$ cat config.mk
export PLATFORM = sky130hd
export DESIGN_NAME = tccr_timer
export DESIGN_NICKNAME = d
export VERILOG_FILES = /design/src/tccr_pkg.sv /design/src/tccr_timer.sv /design/src/tccr_edge_sync.sv
export SDC_FILE = /design/constraint.sdc
export NUM_CORES = 1
export LEC_CHECK = 0
export BUFFER_PORTS_ARGS = -buffer_cell sky130_fd_sc_hd__buf_2
export CELL_PAD_IN_SITES_DETAIL_PLACEMENT = 2
export CELL_PAD_IN_SITES_GLOBAL_PLACEMENT = 2
export CORE_UTILIZATION = 36
export DETAILED_ROUTE_END_ITERATION = 10
export PLACE_DENSITY = 0.84
export SYNTH_ARGS = -nofsm -noshare
export SYNTH_HDL_FRONTEND = slang
export SYNTH_SLANG_ARGS = --single-unit
$ cat constraint.sdc
create_clock -name ref_clk -period 3.5 [get_ports ref_clk]
set_input_delay 0.7 -clock ref_clk [delete_from_list [all_inputs] [get_ports ref_clk]]
set_output_delay 0.7 -clock ref_clk [all_outputs]
set_load 0.05 [all_outputs]
$ cat src/tccr_pkg.sv
// package: register map, field layout, counts and bus carriers for timer two
package tccr_pkg;

  // register byte addresses
  localparam logic [7:0] ADDR_CONTROL   = 8'hc8;
  localparam logic [7:0] ADDR_CLOCK_CTL = 8'hcc;
  localparam logic [7:0] ADDR_CAPTURE   = 8'hd0;
  localparam logic [7:0] ADDR_COUNT     = 8'hd4;

  // timer_two_control field positions
  localparam int BIT_OVF_FLAG  = 7;
  localparam int BIT_EXT_FLAG  = 6;
  localparam int BIT_RX_SEL    = 5;
  localparam int BIT_TX_SEL    = 4;
  localparam int BIT_EXT_EN    = 3;
  localparam int BIT_RUN       = 2;
  localparam int BIT_CT_SEL    = 1;
  localparam int BIT_CAP_SEL   = 0;
  // clock_control_register field position
  localparam int BIT_PRESCALE  = 5;

  // reset values
  localparam logic [7:0]  RST_CONTROL   = 8'h00;
  localparam logic [7:0]  RST_CLOCK_CTL = 8'h00;
  localparam logic [15:0] RST_CAPTURE   = 16'h0000;
  localparam logic [15:0] RST_COUNT     = 16'h0000;

  // crystal clocks per increment and baud divider
  localparam logic [3:0] DIV_SLOW  = 4'h0c;
  localparam logic [3:0] DIV_FAST  = 4'h04;
  localparam logic [3:0] DIV_BAUD  = 4'h02;
  localparam logic [3:0] BAUD_LAST = 4'h0f;
  localparam logic [15:0] COUNT_MAX = 16'hffff;

  // bus answers
  localparam logic [1:0] RESP_OKAY   = 2'h0;
  localparam logic [1:0] RESP_SLVERR = 2'h2;

  // master to slave signals of the register bus
  typedef struct packed {
    logic        awvalid;
    logic [7:0]  awaddr;
    logic        wvalid;
    logic [31:0] wdata;
    logic [3:0]  wstrb;
    logic        bready;
    logic        arvalid;
    logic [7:0]  araddr;
    logic        rready;
  } tccr_axi_req_t;

  // slave to master signals of the register bus
  typedef struct packed {
    logic        awready;
    logic        wready;
    logic        bvalid;
    logic [1:0]  bresp;
    logic        arready;
    logic        rvalid;
    logic [31:0] rdata;
    logic [1:0]  rresp;
  } tccr_axi_rsp_t;

endpackage : tccr_pkg

$ cat src/tccr_timer.sv
// module: timer two counter with capture, reload, baud clocks and bus slave
`timescale 1ns/1ps
`default_nettype none
// How it works
// - overflow flag sets when the count overflows past ffff (to 0000 or the reload value); software clears.
// - hardware sets no overflow flag while either uart clock select is one.
// - writing one to the overflow flag sets it and requests an interrupt.
// - external flag sets when an enabled trigger fall captures or reloads.
// - external flag raises the interrupt request and stays until cleared.
// - writing one to the external flag sets it and requests an interrupt.
// - receive clock select picks this timer or the other timer overflows.
// - transmit clock select picks this timer or the other timer overflows.
// - trigger falls act only when enabled and outside baud mode.
// - count advances only while run control is one; with it zero, only trigger reloads and writes change it.
// - timer mode counts once per four or twelve crystal clocks.
// - baud mode outside counter mode counts once per two crystal clocks.
// - counter mode counts each falling edge of the event input.
// - capture select one captures the count on an enabled trigger fall.
// - capture select zero reloads on overflow and on enabled trigger fall.
// - either uart clock select forces reload on overflow, capture ignored.
// - prescale select zero divides by twelve, one divides by four.
// - capture copies count low and high bytes into the capture pair.
// - reload loads the counter from the software-loaded capture pair.
// - baud mode overflows are divided by sixteen before the uart.
module tccr_timer (
  input  wire logic                   ref_clk,
  input  wire logic                   rst_n,
  input  wire tccr_pkg::tccr_axi_req_t s_axi_req,
  output var  tccr_pkg::tccr_axi_rsp_t s_axi_rsp,
  input  wire logic                   trigger_pin,
  input  wire logic                   event_count_input,
  input  wire logic                   other_timer_ovf,
  output var  logic                   uart_rx_clk,
  output var  logic                   uart_tx_clk,
  output var  logic                   timer_irq
);

  // registers
  logic [7:0]  control_r;
  logic [7:0]  clock_ctl_r;
  logic [15:0] capture_r;
  logic [15:0] count_r;
  logic [3:0]  pre_cnt_r;
  logic [3:0]  baud_cnt_r;
  logic        rx_clk_r;
  logic        tx_clk_r;
  logic        irq_r;

  // bus slave registers
  logic        awready_r;
  logic        wready_r;
  logic        bvalid_r;
  logic [1:0]  bresp_r;
  logic        arready_r;
  logic        rvalid_r;
  logic [31:0] rdata_r;
  logic [1:0]  rresp_r;
  logic [7:0]  waddr_r;
  logic [31:0] wdata_r;
  logic [3:0]  wstrb_r;

  // next values
  logic [7:0]  control_nxt;
  logic [7:0]  clock_ctl_nxt;
  logic [15:0] capture_nxt;
  logic [15:0] count_nxt;
  logic [3:0]  pre_cnt_nxt;
  logic [3:0]  baud_cnt_nxt;
  logic [31:0] rdata_nxt;
  logic [1:0]  rresp_nxt;

  // decoded control fields
  wire ovf_flag        = control_r[tccr_pkg::BIT_OVF_FLAG];
  wire ext_flag        = control_r[tccr_pkg::BIT_EXT_FLAG];
  wire rx_sel          = control_r[tccr_pkg::BIT_RX_SEL];
  wire tx_sel          = control_r[tccr_pkg::BIT_TX_SEL];
  wire ext_trigger_en  = control_r[tccr_pkg::BIT_EXT_EN];
  wire run_control     = control_r[tccr_pkg::BIT_RUN];
  wire ct_sel          = control_r[tccr_pkg::BIT_CT_SEL];
  wire cap_sel         = control_r[tccr_pkg::BIT_CAP_SEL];
  wire prescale_select = clock_ctl_r[tccr_pkg::BIT_PRESCALE];
  wire baud_mode       = rx_sel | tx_sel;

  // synchronised falling edges of the two pins
  logic trig_fall;
  logic event_fall;

  tccr_edge_sync u_trig_sync (
    .ref_clk (ref_clk),
    .rst_n   (rst_n),
    .pin_in  (trigger_pin),
    .fall    (trig_fall)
  );

  tccr_edge_sync u_event_sync (
    .ref_clk (ref_clk),
    .rst_n   (rst_n),
    .pin_in  (event_count_input),
    .fall    (event_fall)
  );

  // prescaler: crystal clocks per increment
  wire [3:0] pre_div = baud_mode       ? tccr_pkg::DIV_BAUD :
                       prescale_select ? tccr_pkg::DIV_FAST :
                                         tccr_pkg::DIV_SLOW;
  wire pre_tick = (pre_cnt_r >= pre_div - 4'h1);
  assign pre_cnt_nxt = (!run_control || pre_tick) ? 4'h0
                                                  : pre_cnt_r + 4'h1;

  // one increment of the count, gated by run control
  wire src_tick   = ct_sel ? event_fall : pre_tick;
  wire count_tick = run_control & src_tick;
  wire overflow   = count_tick & (count_r == tccr_pkg::COUNT_MAX);

  // trigger events and the actions they cause
  wire trig_ev = ext_trigger_en & ~baud_mode & trig_fall;
  wire cap_ev  = trig_ev & cap_sel & ~baud_mode;
  wire ovf_rld = overflow & (baud_mode | ~cap_sel);
  wire rld_ev  = ovf_rld | (trig_ev & ~cap_sel);
  wire ovf_set = overflow & ~baud_mode;

  // write handshake: both address and data held, answer not yet given
  wire wr_fire   = ~awready_r & ~wready_r & ~bvalid_r;
  wire hit_ctl_w = wr_fire & (waddr_r == tccr_pkg::ADDR_CONTROL);
  wire hit_clk_w = wr_fire & (waddr_r == tccr_pkg::ADDR_CLOCK_CTL);
  wire hit_cap_w = wr_fire & (waddr_r == tccr_pkg::ADDR_CAPTURE);
  wire hit_cnt_w = wr_fire & (waddr_r == tccr_pkg::ADDR_COUNT);
  wire wr_known  = hit_ctl_w | hit_clk_w | hit_cap_w | hit_cnt_w;

  // byte-lane merges of written data with current contents
  wire [7:0] ctl_wr = wstrb_r[0] ? wdata_r[7:0] : control_r;
  wire [7:0] clk_wr = wstrb_r[0] ? wdata_r[7:0] : clock_ctl_r;
  wire [15:0] cap_wr = {wstrb_r[1] ? wdata_r[15:8] : capture_r[15:8],
                        wstrb_r[0] ? wdata_r[7:0]  : capture_r[7:0]};
  wire [15:0] cnt_wr = {wstrb_r[1] ? wdata_r[15:8] : count_r[15:8],
                        wstrb_r[0] ? wdata_r[7:0]  : count_r[7:0]};

  // control register: written value, hardware sets win over clears
  wire [7:0] ctl_base = hit_ctl_w ? ctl_wr : control_r;
  always_comb begin
    control_nxt = ctl_base;
    if (ovf_set) begin
      control_nxt[tccr_pkg::BIT_OVF_FLAG] = 1'b1;
    end
    if (cap_ev || (trig_ev && !cap_sel)) begin
      control_nxt[tccr_pkg::BIT_EXT_FLAG] = 1'b1;
    end
  end

  assign clock_ctl_nxt = hit_clk_w ? clk_wr : clock_ctl_r;

  // capture pair: hardware capture wins over a software write
  assign capture_nxt = cap_ev    ? count_r :
                       hit_cap_w ? cap_wr  :
                                   capture_r;

  // count: software write, then reload, then increment
  assign count_nxt = hit_cnt_w  ? cnt_wr    :
                     rld_ev     ? capture_r :
                     count_tick ? count_r + 16'h0001 :
                                  count_r;

  // divide-by-sixteen of baud mode overflows
  wire baud_ovf   = overflow & baud_mode;
  wire baud_pulse = baud_ovf & (baud_cnt_r == tccr_pkg::BAUD_LAST);
  assign baud_cnt_nxt = !baud_mode ? 4'h0 :
                        baud_ovf   ? baud_cnt_r + 4'h1 :
                                     baud_cnt_r;

  // timer state registers
  always_ff @(posedge ref_clk or negedge rst_n) begin
    if (!rst_n) begin
      control_r   <= tccr_pkg::RST_CONTROL;
      clock_ctl_r <= tccr_pkg::RST_CLOCK_CTL;
      capture_r   <= tccr_pkg::RST_CAPTURE;
      count_r     <= tccr_pkg::RST_COUNT;
      pre_cnt_r   <= 4'h0;
      baud_cnt_r  <= 4'h0;
    end else begin
      control_r   <= control_nxt;
      clock_ctl_r <= clock_ctl_nxt;
      capture_r   <= capture_nxt;
      count_r     <= count_nxt;
      pre_cnt_r   <= pre_cnt_nxt;
      baud_cnt_r  <= baud_cnt_nxt;
    end
  end

  // uart clocks and interrupt request, each from a flop
  always_ff @(posedge ref_clk or negedge rst_n) begin
    if (!rst_n) begin
      rx_clk_r <= 1'b0;
      tx_clk_r <= 1'b0;
      irq_r    <= 1'b0;
    end else begin
      rx_clk_r <= rx_sel ? baud_pulse : other_timer_ovf;
      tx_clk_r <= tx_sel ? baud_pulse : other_timer_ovf;
      irq_r    <= ovf_flag | ext_flag;
    end
  end

  // write channels: address and data taken in either order
  always_ff @(posedge ref_clk or negedge rst_n) begin
    if (!rst_n) begin
      awready_r <= 1'b1;
      wready_r  <= 1'b1;
      bvalid_r  <= 1'b0;
      bresp_r   <= tccr_pkg::RESP_OKAY;
      waddr_r   <= 8'h00;
      wdata_r   <= 32'h0000_0000;
      wstrb_r   <= 4'h0;
    end else begin
      if (awready_r && s_axi_req.awvalid) begin
        awready_r <= 1'b0;
        waddr_r   <= s_axi_req.awaddr;
      end
      if (wready_r && s_axi_req.wvalid) begin
        wready_r <= 1'b0;
        wdata_r  <= s_axi_req.wdata;
        wstrb_r  <= s_axi_req.wstrb;
      end
      if (wr_fire) begin
        bvalid_r <= 1'b1;
        bresp_r  <= wr_known ? tccr_pkg::RESP_OKAY : tccr_pkg::RESP_SLVERR;
      end
      if (bvalid_r && s_axi_req.bready) begin
        bvalid_r  <= 1'b0;
        awready_r <= 1'b1;
        wready_r  <= 1'b1;
      end
    end
  end

  // read data selection, unused upper bits read as zero
  wire [7:0] ar = s_axi_req.araddr;
  always_comb begin
    rdata_nxt = 32'h0000_0000;
    rresp_nxt = tccr_pkg::RESP_OKAY;
    if (ar == tccr_pkg::ADDR_CONTROL) begin
      rdata_nxt[7:0] = control_r;
    end else if (ar == tccr_pkg::ADDR_CLOCK_CTL) begin
      rdata_nxt[7:0] = clock_ctl_r;
    end else if (ar == tccr_pkg::ADDR_CAPTURE) begin
      rdata_nxt[15:0] = capture_r;
    end else if (ar == tccr_pkg::ADDR_COUNT) begin
      rdata_nxt[15:0] = count_r;
    end else begin
      rresp_nxt = tccr_pkg::RESP_SLVERR;
    end
  end

  // read channel: one read at a time
  always_ff @(posedge ref_clk or negedge rst_n) begin
    if (!rst_n) begin
      arready_r <= 1'b1;
      rvalid_r  <= 1'b0;
      rdata_r   <= 32'h0000_0000;
      rresp_r   <= tccr_pkg::RESP_OKAY;
    end else if (arready_r && s_axi_req.arvalid) begin
      arready_r <= 1'b0;
      rvalid_r  <= 1'b1;
      rdata_r   <= rdata_nxt;
      rresp_r   <= rresp_nxt;
    end else if (rvalid_r && s_axi_req.rready) begin
      arready_r <= 1'b1;
      rvalid_r  <= 1'b0;
    end
  end

  // outputs
  assign s_axi_rsp.awready = awready_r;
  assign s_axi_rsp.wready  = wready_r;
  assign s_axi_rsp.bvalid  = bvalid_r;
  assign s_axi_rsp.bresp   = bresp_r;
  assign s_axi_rsp.arready = arready_r;
  assign s_axi_rsp.rvalid  = rvalid_r;
  assign s_axi_rsp.rdata   = rdata_r;
  assign s_axi_rsp.rresp   = rresp_r;
  assign uart_rx_clk       = rx_clk_r;
  assign uart_tx_clk       = tx_clk_r;
  assign timer_irq         = irq_r;

endmodule : tccr_timer
`default_nettype wire

$ cat src/tccr_edge_sync.sv
// module: two-stage pin synchroniser with falling edge detector
`timescale 1ns/1ps
`default_nettype none
module tccr_edge_sync (
  input  wire logic ref_clk,
  input  wire logic rst_n,
  input  wire logic pin_in,
  output var  logic fall
);

  logic meta_r;
  logic sync_r;
  logic prev_r;

  // pins idle high, so every stage resets high
  always_ff @(posedge ref_clk or negedge rst_n) begin
    if (!rst_n) begin
      meta_r <= 1'b1;
      sync_r <= 1'b1;
      prev_r <= 1'b1;
    end else begin
      meta_r <= pin_in;
      sync_r <= meta_r;
      prev_r <= sync_r;
    end
  end

  // only the second stage and its delayed copy are compared
  assign fall = prev_r & ~sync_r;

endmodule : tccr_edge_sync
`default_nettype wire

==> flow_summary.yaml, run 1 <==
status:
  status: "complete, no violations"
critical_path:
  worstPathRequired_ns: 3.80
  r2r-start: "control_r[5]$_DFFE_PN0P_"
  start_kind: "register"
  cp_max_fo: 9
  rrSetupSlack_ns: 0.51
  r2r_end: "count_r[11]$_DFFE_PN0P_"
  crit_end: "count_r[11]$_DFFE_PN0P_"
  startpoint: "control_r[5]$_DFFE_PN0P_"
  arrival_ns: 3.29
  crit_type: "reg -> reg"
  rr_worst_depth: 9
  crit_path_end_kind: "register"
synth:
  synth_cell_types: 65
  synth_area_um2: 5791
  async_reset_ff_frac: 1.000
  netlist_top_cells_area: "dfrtp_1, mux2_2, o21ai_0, dfstp_2, mux2i_1"
  ys_warn_count: 0
  synthCells: 534
  ys_top_cells_by_count: "dfrtp_1, nand2_1, mux2_2, o21ai_0, buf_4"
  yosysTopAreaCellShare: 0.4538
  yosysMostFrequentCell: "dfrtp_1"
  avgSynthCellArea_um2: 10.84
  ys_ff_latch: 114
  seq_area_frac_synth: 0.4946
  synth_ff_type: "dfrtp_1"
  yosysTopAreaCell: "dfrtp_1"
  synth_edf_count: 0
die:
  dieArea_um2: 16600
  start_util: 0.3753
  io_pins: 106
  fp.coreArea_um2: 15430
  die_x_um: 128.8
  fp.dieH_um: 128.8
  rows: 45
routing:
  final_antenna_net_count: 0
  wl_per_cell_um: 21.58
  drcViolationCount: 0
  drt_iter0_drc: 269
  num_vias: 4650
  dr.pass1.iters: 5
  vias_per_cell: 5.609
  wl_um: 17890
timing:
  maxSlewHeadroom: 0.3753
  tightest_slew_ns: 0.9348
  rsz0062_at_grt: "no"
  fin_crit_sh: 0.8532
  tns_ns: 0
  fin_skew_ns: 0.01578
  fin_crit_ns: 2.986
  hold_viol: 0
  fmax_mhz: 334.9
  slew_violations: 0
  finalSetupViolCount: 0
placed_design:
  port_buffers: 69
  gp_congestion: 0.8832
  dp_hpwl_um: 12390
clocking:
  cts_tree: "yes"
  htreeDepth: 4
  ctsResizeCount: 0
  clockBufferDepth: 2
  clock_latency_ns: 0.43
  clk_pin_slew_ns: 0.05
  cts_inserted_buffers: 17
  hold_buffers: 0
  clockRootBuffer: "clkbuf_16"
  cts.sinks: 114
  cts_setup_buffers: 0
worst_hold_path:
  hold_class: "in -> async"
pwr:
  max-vdd-ir-drop_uv: 357.6
  powerDensity_nw_per_um2: 659.2
  p_leak_nw: 3.230
layout:
  drive_above_1_share: 0.2994
  diodes: 0
  nNetsFinal: 672
  syn_to_final_growth_pct: 17.78
  post-route-util: 0.4421
global_route:
  grt_pass1_vias: 5214
  gr-total-overflow: 0
  antenna_found_initial: 0
  grt_start_max_net_pins: 52
  grt_use_total: 0.2347
  grt_first_pass_wirelength_um: 29070
job:
  max_cap_viol_count: 0
==> report_power, final <==
group | total (W) | leakage (nW) | internal, W | switching, W
Sequential | 0.00196 | 1.49 | 0.00160 | 0.000366
Combinational | 0.000858 | 1.45 | 0.000352 | 0.000507
Clock | 0.00167 | 0.287 | 0.00108 | 0.000590
==> kinds of logic after synthesis <==
group / count (synthesis) / synth area share
multiplexers: 73 / 0.1370
flip-flops: 114 / 0.4946
other: 1 / 0.0006476
XOR/XNOR: 11 / 0.01664
buffers and inverters: 63 / 0.06849
AND/OR/NAND/NOR: 147 / 0.1329
adder cells (fa/ha/maj): 5 / 0.01080
AO/OA/AOI/OAI: 120 / 0.1389
==> metal layers <==
layer / wire length [µm] / vias up / GRT usage
met5: 0 / - / 0
met4: 433 / 0 / 0.09619
met1: 7521 / 2416 / 0.2813
li1: - / 2056 / -
met2: 9089 / 140 / 0.4124
met3: 846 / 38 / 0.04574
==> critical path, cell delays in order, from the launching register on <==
cell and delay [ns]:
dfrtp_1 0.46, nor2_2 0.16, inv_1 0.07, ha_1 0.27, a211o_1 0.28, a211o_1 0.37
a31oi_4 0.34, or2_0 0.53, and2_1 0.27, o211ai_2 0.11
==> layout make-up <==
| cell class | instances | area [µm²] |
|---|---|---|
| Fill cell | 1662 | 8607 |
| Sequential cell | 114 | 2864 |
| Multi-Input combinational cell | 374 | 2601 |
| Clock buffer | 27 | 523.0 |
| Timing Repair Buffer | 82 | 457.9 |
| Tap cell | 211 | 264.0 |
| Inverter | 16 | 60.06 |
| Clock inverter | 5 | 50.05 |
==> placed cells by master (no fill, tap or decap), types with 16 or more instances in the layout <==
cell type / synthesis / final
buf_2: 5 / 68
clkbuf_16: 0 / 17
conb_1: 1 / 18
dfrtp_1: 105 / 105
inv_1: 16 / 16
mux2_2: 50 / 50
mux2i_1: 23 / 23
nand2_1: 52 / 52
nor2_1: 22 / 22
o21ai_0: 50 / 50
==> sequential cells by signal, summed over array words and instances, names as in the netlist, 2 cells and up <==
signal / cells
baud_cnt_r: 4
capture_r: 16
clock_ctl_r: 8
control_r: 8
count_r: 16
pre_cnt_r: 4
rdata_r: 16
waddr_r: 8
wdata_r: 16
wstrb_r: 2
==> metrics by stage <==
step                hold slack [ns]  total power, W  instances  worst slack [ns]  area, µm²
floorplan                    0.3452        0.002528        551            0.9684       5854
global placement             0.3463        0.002716        797            0.7748       6247
detailed placement           0.3491        0.002822        797            0.6412       6247
CTS                          0.3415        0.004524        829            0.5281       6820
global route                 0.3566        0.004693        829            0.3042       6820
finish                       0.3160        0.004496        829            0.5139       6820
==> how the worst min path moves through the flow <==
stage                                    endpoint  slack [ns]  cells past startpoint
finish                       bvalid_r$_DFFE_PN0P_        0.32                      1
global route                 bvalid_r$_DFFE_PN0P_        0.36                      1
CTS                          bvalid_r$_DFFE_PN0P_        0.34                      1
detailed placement  u_event_sync.sync_r$_DFF_PN1_        0.35                      0
global placement     u_trig_sync.sync_r$_DFF_PN1_        0.35                      0
floorplan           u_event_sync.sync_r$_DFF_PN1_        0.35                      0
Power figures use the tool's default switching activity.
==> inputs of run 2 (changes only) <==
CORE_UTILIZATION = 32   (was 36)
PLACE_DENSITY = 0.79   (was 0.84)
clock period = 2.61 ns   (was 3.5 ns; I/O delays follow)
==> run 2 against run 1 <==
Cell area is 5.6% higher. First-iteration DRC count is 7.4% higher. Worst setup slack worse by 0.48 ns. Combinational power is 42% higher. Clock skew is 0.0093 ns lower. Register-to-register slack worse by 0.48 ns. Clock power is 54% higher. Critical path type unchanged.
==> flow_summary.yaml, run 2 (synthesized netlist as in run 1, its figures left out) <==
clocking:
  clk_pin_slew_ns: 0.05
  clock_latency_ns: 0.42
  clockRootBuffer: "clkbuf_16"
  cts_inserted_buffers: 17
  clockBufferDepth: 2
  htreeDepth: 4
  cts_tree: "yes"
  cts.sinks: 114
pwr:
  power_frac_clock: 0.403
  p_total_w: 0.006403
  p_sw_frac: 0.3094
  p_leak_nw: 3.370
  pwr-share-seq: 0.407
  max-vdd-ir-drop_uv: 548.7
  p_switching_w: 0.001981
  internal_power_w: 0.004422
  powerDensity_nw_per_um2: 889.2
  pwr-share-comb: 0.191
global_route:
  gr-total-overflow: 0
  grt_first_pass_wirelength_um: 29530
  grt_pass1_vias: 5289
  antenna_found_initial: 0
  grt_start_max_net_pins: 67
  grt_use_total: 0.2134
routing:
  wl_per_cell_um: 21.62
  wl_met3_um: 797
  drcViolationCount: 0
  wl_met1_um: 8041
  wl_met2_um: 9596
  wl_um: 18700
  final_antenna_net_count: 0
  vias_per_cell: 5.454
  drt_iter0_drc: 289
  num_vias: 4718
  highest_layer: "met4"
  dr.pass1.iters: 4
critical_path:
  crit_chain: "nor2_4 > inv_2 > ha_4 > a211o_1 > a211o_1 > nand4_1 > buf_6 > nor2_2 > nor4bb_2 > o31ai_1"
  cp_max_fo: 4
  crit_slowest_cell: "dfrtp_2"
  start_kind: "register"
  crit_end: "count_r[6]$_DFFE_PN0P_"
  worstSetupPathDepth: 10
  arrival_ns: 2.86
  path_buf_inv: 2
  startpoint: "control_r[5]$_DFFE_PN0P_"
  rrSetupSlack_ns: 0.04
  critPathMaxStageDelay_ns: 0.45
  r2r-start: "control_r[5]$_DFFE_PN0P_"
  rr_worst_depth: 10
  worstPathRequired_ns: 2.90
  crit_top_cell: "a211o_1"
  crit_path_end_kind: "register"
  crit_type: "reg -> reg"
  path_delay_family: "simple AND/OR/NAND/NOR gates"
  r2r_end: "count_r[6]$_DFFE_PN0P_"
timing:
  finalSetupViolCount: 0
  slew_violations: 0
  rsz0062_at_grt: "yes"
  fin_crit_ns: 2.571
  maxSlewHeadroom: 0.5899
  fin_crit_sh: 0.9852
  fmax_mhz: 388.9
  fin_skew_ns: 0.006468
  hold_viol: 0
  tightest_slew_ns: 0.6145
die:
  dieArea_um2: 18640
  die_x_um: 136.5
  io_pins: 106
  fp.coreArea_um2: 17480
  start_util: 0.3313
  fp.dieH_um: 136.5
  rows: 48
placed_design:
  port_buffers: 69
  place_inst: 827
  place_area_um2: 6390
  gp_congestion: 0.8485
  dp_hpwl_um: 12510
worst_hold_path:
  hold_class: "in -> reg"
layout:
  fin_area_um2: 7201
  nNetsFinal: 694
  final_cell_mix: "dfrtp_1, buf_2, nand2_1, mux2_2, o21ai_0"
  syn_to_final_growth_pct: 24.35
  drive_above_1_share: 0.3484
  post-route-util: 0.4120
  final_common_cell: "dfrtp_1"
  stdcell_count: 865
  diodes: 0
status:
  status: "complete, no violations"
job:
  max_cap_viol_count: 0
[run 2: routing by layer]
metal  vias up  global-route usage
li1       2103                   -
met1      2461              0.2674
met2       131              0.3646
met3        23             0.04519
met4         0             0.06914
met5         -                   0
[run 2: how the worst min path moves through the flow]
stage,start,end,cells after the start
floorplan,rst_n,baud_cnt_r[0]$_DFFE_PN0P_,0
global route,event_count_input,u_event_sync.meta_r$_DFF_PN1_,1
CTS,event_count_input,u_event_sync.meta_r$_DFF_PN1_,1
detailed placement,u_trig_sync.meta_r$_DFF_PN1_,u_trig_sync.sync_r$_DFF_PN1_,0
global placement,u_trig_sync.meta_r$_DFF_PN1_,u_trig_sync.sync_r$_DFF_PN1_,0
finish,event_count_input,u_event_sync.meta_r$_DFF_PN1_,1
[run 2: final cells by class]
class                      count  area (µm²)
tap                          225       281.5
fill                        1844       10280
sequential                   114        2865
clock buffer                  22       474.2
multi-input combinational    374        2695
timing repair buffer         104       645.6
clock inverter                10       178.9
inverter                      16       60.06
[run 2: power by group through the flow]
stage | Combinational (W) | Clock, W | Sequential, W
finish | 0.00122 | 0.00258 | 0.00260
floorplan | 0.000886 | 0 | 0.00250
global placement | 0.00110 | 0 | 0.00258
CTS | 0.00121 | 0.00263 | 0.00259
global route | 0.00133 | 0.00272 | 0.00266
detailed placement | 0.00117 | 0 | 0.00262
[run 2: what timing repair did]
action	in CTS	in global routing
hold buffers	1	0
setup endpoints to repair	15	15
endpoints found under the hold margin	16	0
resized for setup	3	25
pin swaps	3	5
gates cloned	0	0
setup buffers	3	2
[run 2: worst reg2reg max path, cell delays in order, from the launching register on]
cell and delay, ns:
dfrtp_2 0.45, nor2_4 0.14, inv_2 0.06, ha_4 0.20
a211o_1 0.29, a211o_1 0.36, nand4_1 0.18, buf_6 0.15
nor2_2 0.09, nor4bb_2 0.39, o31ai_1 0.13
[run 2: stage by stage]
stage / hold WS (ns) / setup WS, ns / setup TNS, ns
global route: 0.1874 / -0.02079 / -0.04639
finish: 0.2060 / 0.03870 / 0
floorplan: 0.2264 / 0.07838 / 0
global placement: 0.3467 / 0.06502 / 0
CTS: 0.1886 / -0.01731 / -0.03050
detailed placement: 0.3470 / -0.05716 / -0.2834
==> inputs of run 3 (changes only) <==
CORE_UTILIZATION = 33   (was 32)
CTS_BUF_LIST = sky130_fd_sc_hd__clkbuf_8   (was default)
PLACE_DENSITY = 0.81   (was 0.79)
==> run 3 against run 2 <==
Critical path type unchanged. Core utilization down 0.34 points. Clock-buffer cell count down 5. Critical path depth unchanged.
==> flow_summary.yaml, run 3 (synthesized netlist as in run 1, its figures left out) <==
status:
  status: "complete, no violations"
critical_path:
  path_buf_inv: 2
  crit_type: "reg -> reg"
  r2r_end: "count_r[13]$_DFFE_PN0P_"
  crit_path_end_kind: "register"
  cp_max_fo: 6
  crit_slowest_cell: "dfrtp_2"
  r2r-start: "control_r[4]$_DFFE_PN0P_"
  path_delay_family: "compound AO/OA/AOI/OAI gates"
  crit_top_cell: "a211o_1"
  critPathMaxStageDelay_ns: 0.44
  rrSetupSlack_ns: 0.06
  worstPathRequired_ns: 2.94
  rr_worst_depth: 10
  arrival_ns: 2.87
  start_kind: "register"
  crit_chain: "nor2_4 > inv_2 > ha_4 > a211o_1 > a211o_1 > nand4_1 > o21a_1 > buf_12 > mux2i_4 > o21ai_1"
die:
  fp.coreArea_um2: 17240
  io_pins: 106
  die_x_um: 134.5
  fp.dieH_um: 134.5
  rows: 48
  start_util: 0.3359
  dieArea_um2: 18080
pwr:
  p_sw_frac: 0.3399
  internal_power_w: 0.003898
  powerDensity_nw_per_um2: 838.4
  pwr-share-seq: 0.442
  max-vdd-ir-drop_uv: 519.8
  p_leak_nw: 3.281
  pwr-share-comb: 0.207
  power_frac_clock: 0.351
  p_switching_w: 0.002007
  p_total_w: 0.005905
placed_design:
  dp_hpwl_um: 12610
  port_buffers: 69
  place_area_um2: 6397
  place_inst: 828
  gp_congestion: 0.8670
timing:
  finalSetupViolCount: 0
  fin_skew_ns: 0.01758
  slew_violations: 0
  fin_crit_ns: 2.546
  hold_viol: 0
  fmax_mhz: 392.8
  tightest_slew_ns: 0.8122
  tns_ns: 0
  fin_crit_sh: 0.9755
  maxSlewHeadroom: 0.4573
clocking:
  clockRootBuffer: "clkbuf_8"
  clockBufferDepth: 2
  cts_inserted_buffers: 17
  clk_pin_slew_ns: 0.07
  clock_latency_ns: 0.47
  htreeDepth: 4
  cts.sinks: 114
  cts_tree: "yes"
routing:
  wl_per_cell_um: 21.54
  wl_um: 18650
  num_vias: 4646
  final_antenna_net_count: 0
  drcViolationCount: 0
  vias_per_cell: 5.365
  drt_iter0_drc: 212
  dr.pass1.iters: 4
global_route:
  grt_first_pass_wirelength_um: 29500
  grt_use_total: 0.2171
  grt_start_max_net_pins: 68
  grt_pass1_vias: 5139
  antenna_found_initial: 0
  gr-total-overflow: 0
worst_hold_path:
  hold_start: "event_count_input"
  hold_class: "in -> reg"
  hold_path_depth: 1
  holdPathEnd: "u_event_sync.meta_r$_DFF_PN1_"
layout:
  final_cell_mix: "dfrtp_1, buf_2, nand2_1, mux2_2, o21ai_0"
  drive_above_1_share: 0.3541
  diodes: 0
  syn_to_final_growth_pct: 21.63
  fill_cells: 1803
  final_common_cell: "dfrtp_1"
  nNetsFinal: 695
  fin_area_um2: 7043
  stdcell_count: 866
job:
  max_cap_viol_count: 0
[run 3: power by group through the flow]
stage	clock, W	combinational (W)	sequential (W)
global placement	0	0.00110	0.00259
floorplan	0	0.000886	0.00250
global route	0.00218	0.00133	0.00266
finish	0.00207	0.00122	0.00261
CTS	0.00211	0.00119	0.00260
detailed placement	0	0.00117	0.00263
[run 3: through the flow]
step	utilization	hold WS, ns	setup WS, ns
after floorplan	-	0.2264	0.07838
after global placement	0.3712	0.3465	0.007300
after detailed placement	0.3712	0.3523	-0.05849
after CTS	0.4027	0.1253	-0.01316
after global routing	0.4086	0.1313	-0.02513
final	0.4086	0.1508	0.06396
[run 3: how the worst max path moves through the flow]
stage | startpoint | endpoint | slack, ns | cells past startpoint
finish | control_r[4]$_DFFE_PN0P_ | count_r[13]$_DFFE_PN0P_ | 0.06 | 10
global route | control_r[4]$_DFFE_PN0P_ | count_r[13]$_DFFE_PN0P_ | -0.03 | 10
CTS | control_r[5]$_DFFE_PN0P_ | count_r[4]$_DFFE_PN0P_ | -0.01 | 10
detailed placement | control_r[5]$_DFFE_PN0P_ | count_r[4]$_DFFE_PN0P_ | -0.06 | 10
global placement | control_r[5]$_DFFE_PN0P_ | count_r[4]$_DFFE_PN0P_ | 0.007 | 10
floorplan | control_r[5]$_DFFE_PN0P_ | count_r[11]$_DFFE_PN0P_ | 0.08 | 10
[run 3: what timing repair did]
item,in CTS,in global routing
gates resized for setup,7,17
endpoints found under the hold margin,7,0
hold buffers,1,0
setup buffers,3,1
cloned,0,1
setup endpoints to repair,9,14
pin swaps,2,13
[run 3: layout make-up]
type / count / area [µm²] / area share
inverter: 16 / 60.06 / 0.008527
timing repair buffer: 104 / 645.6 / 0.09167
sequential: 114 / 2867 / 0.4070
clock inverter: 15 / 252.7 / 0.03589
multi-input combinational: 375 / 2703 / 0.3837
clock buffer: 17 / 234.0 / 0.03322
tap: 225 / 281.5 / 0.03997
[run 3: worst register-to-register path, stage by stage, from the launching register on]
cell     delay (ns)
dfrtp_2        0.44
nor2_4         0.13
inv_2          0.07
ha_4           0.21
a211o_1        0.32
a211o_1        0.36
nand4_1        0.19
o21a_1         0.18
buf_12         0.15
mux2i_4        0.26
o21ai_1        0.11
[run 3: per-layer routing]
metal,GRT usage,share of wire,vias to the layer above
met5,0,0,-
met4,0.08302,0.020,0
met3,0.04617,0.041,29
met2,0.3756,0.52,109
met1,0.2646,0.42,2404
li1,-,-,2104
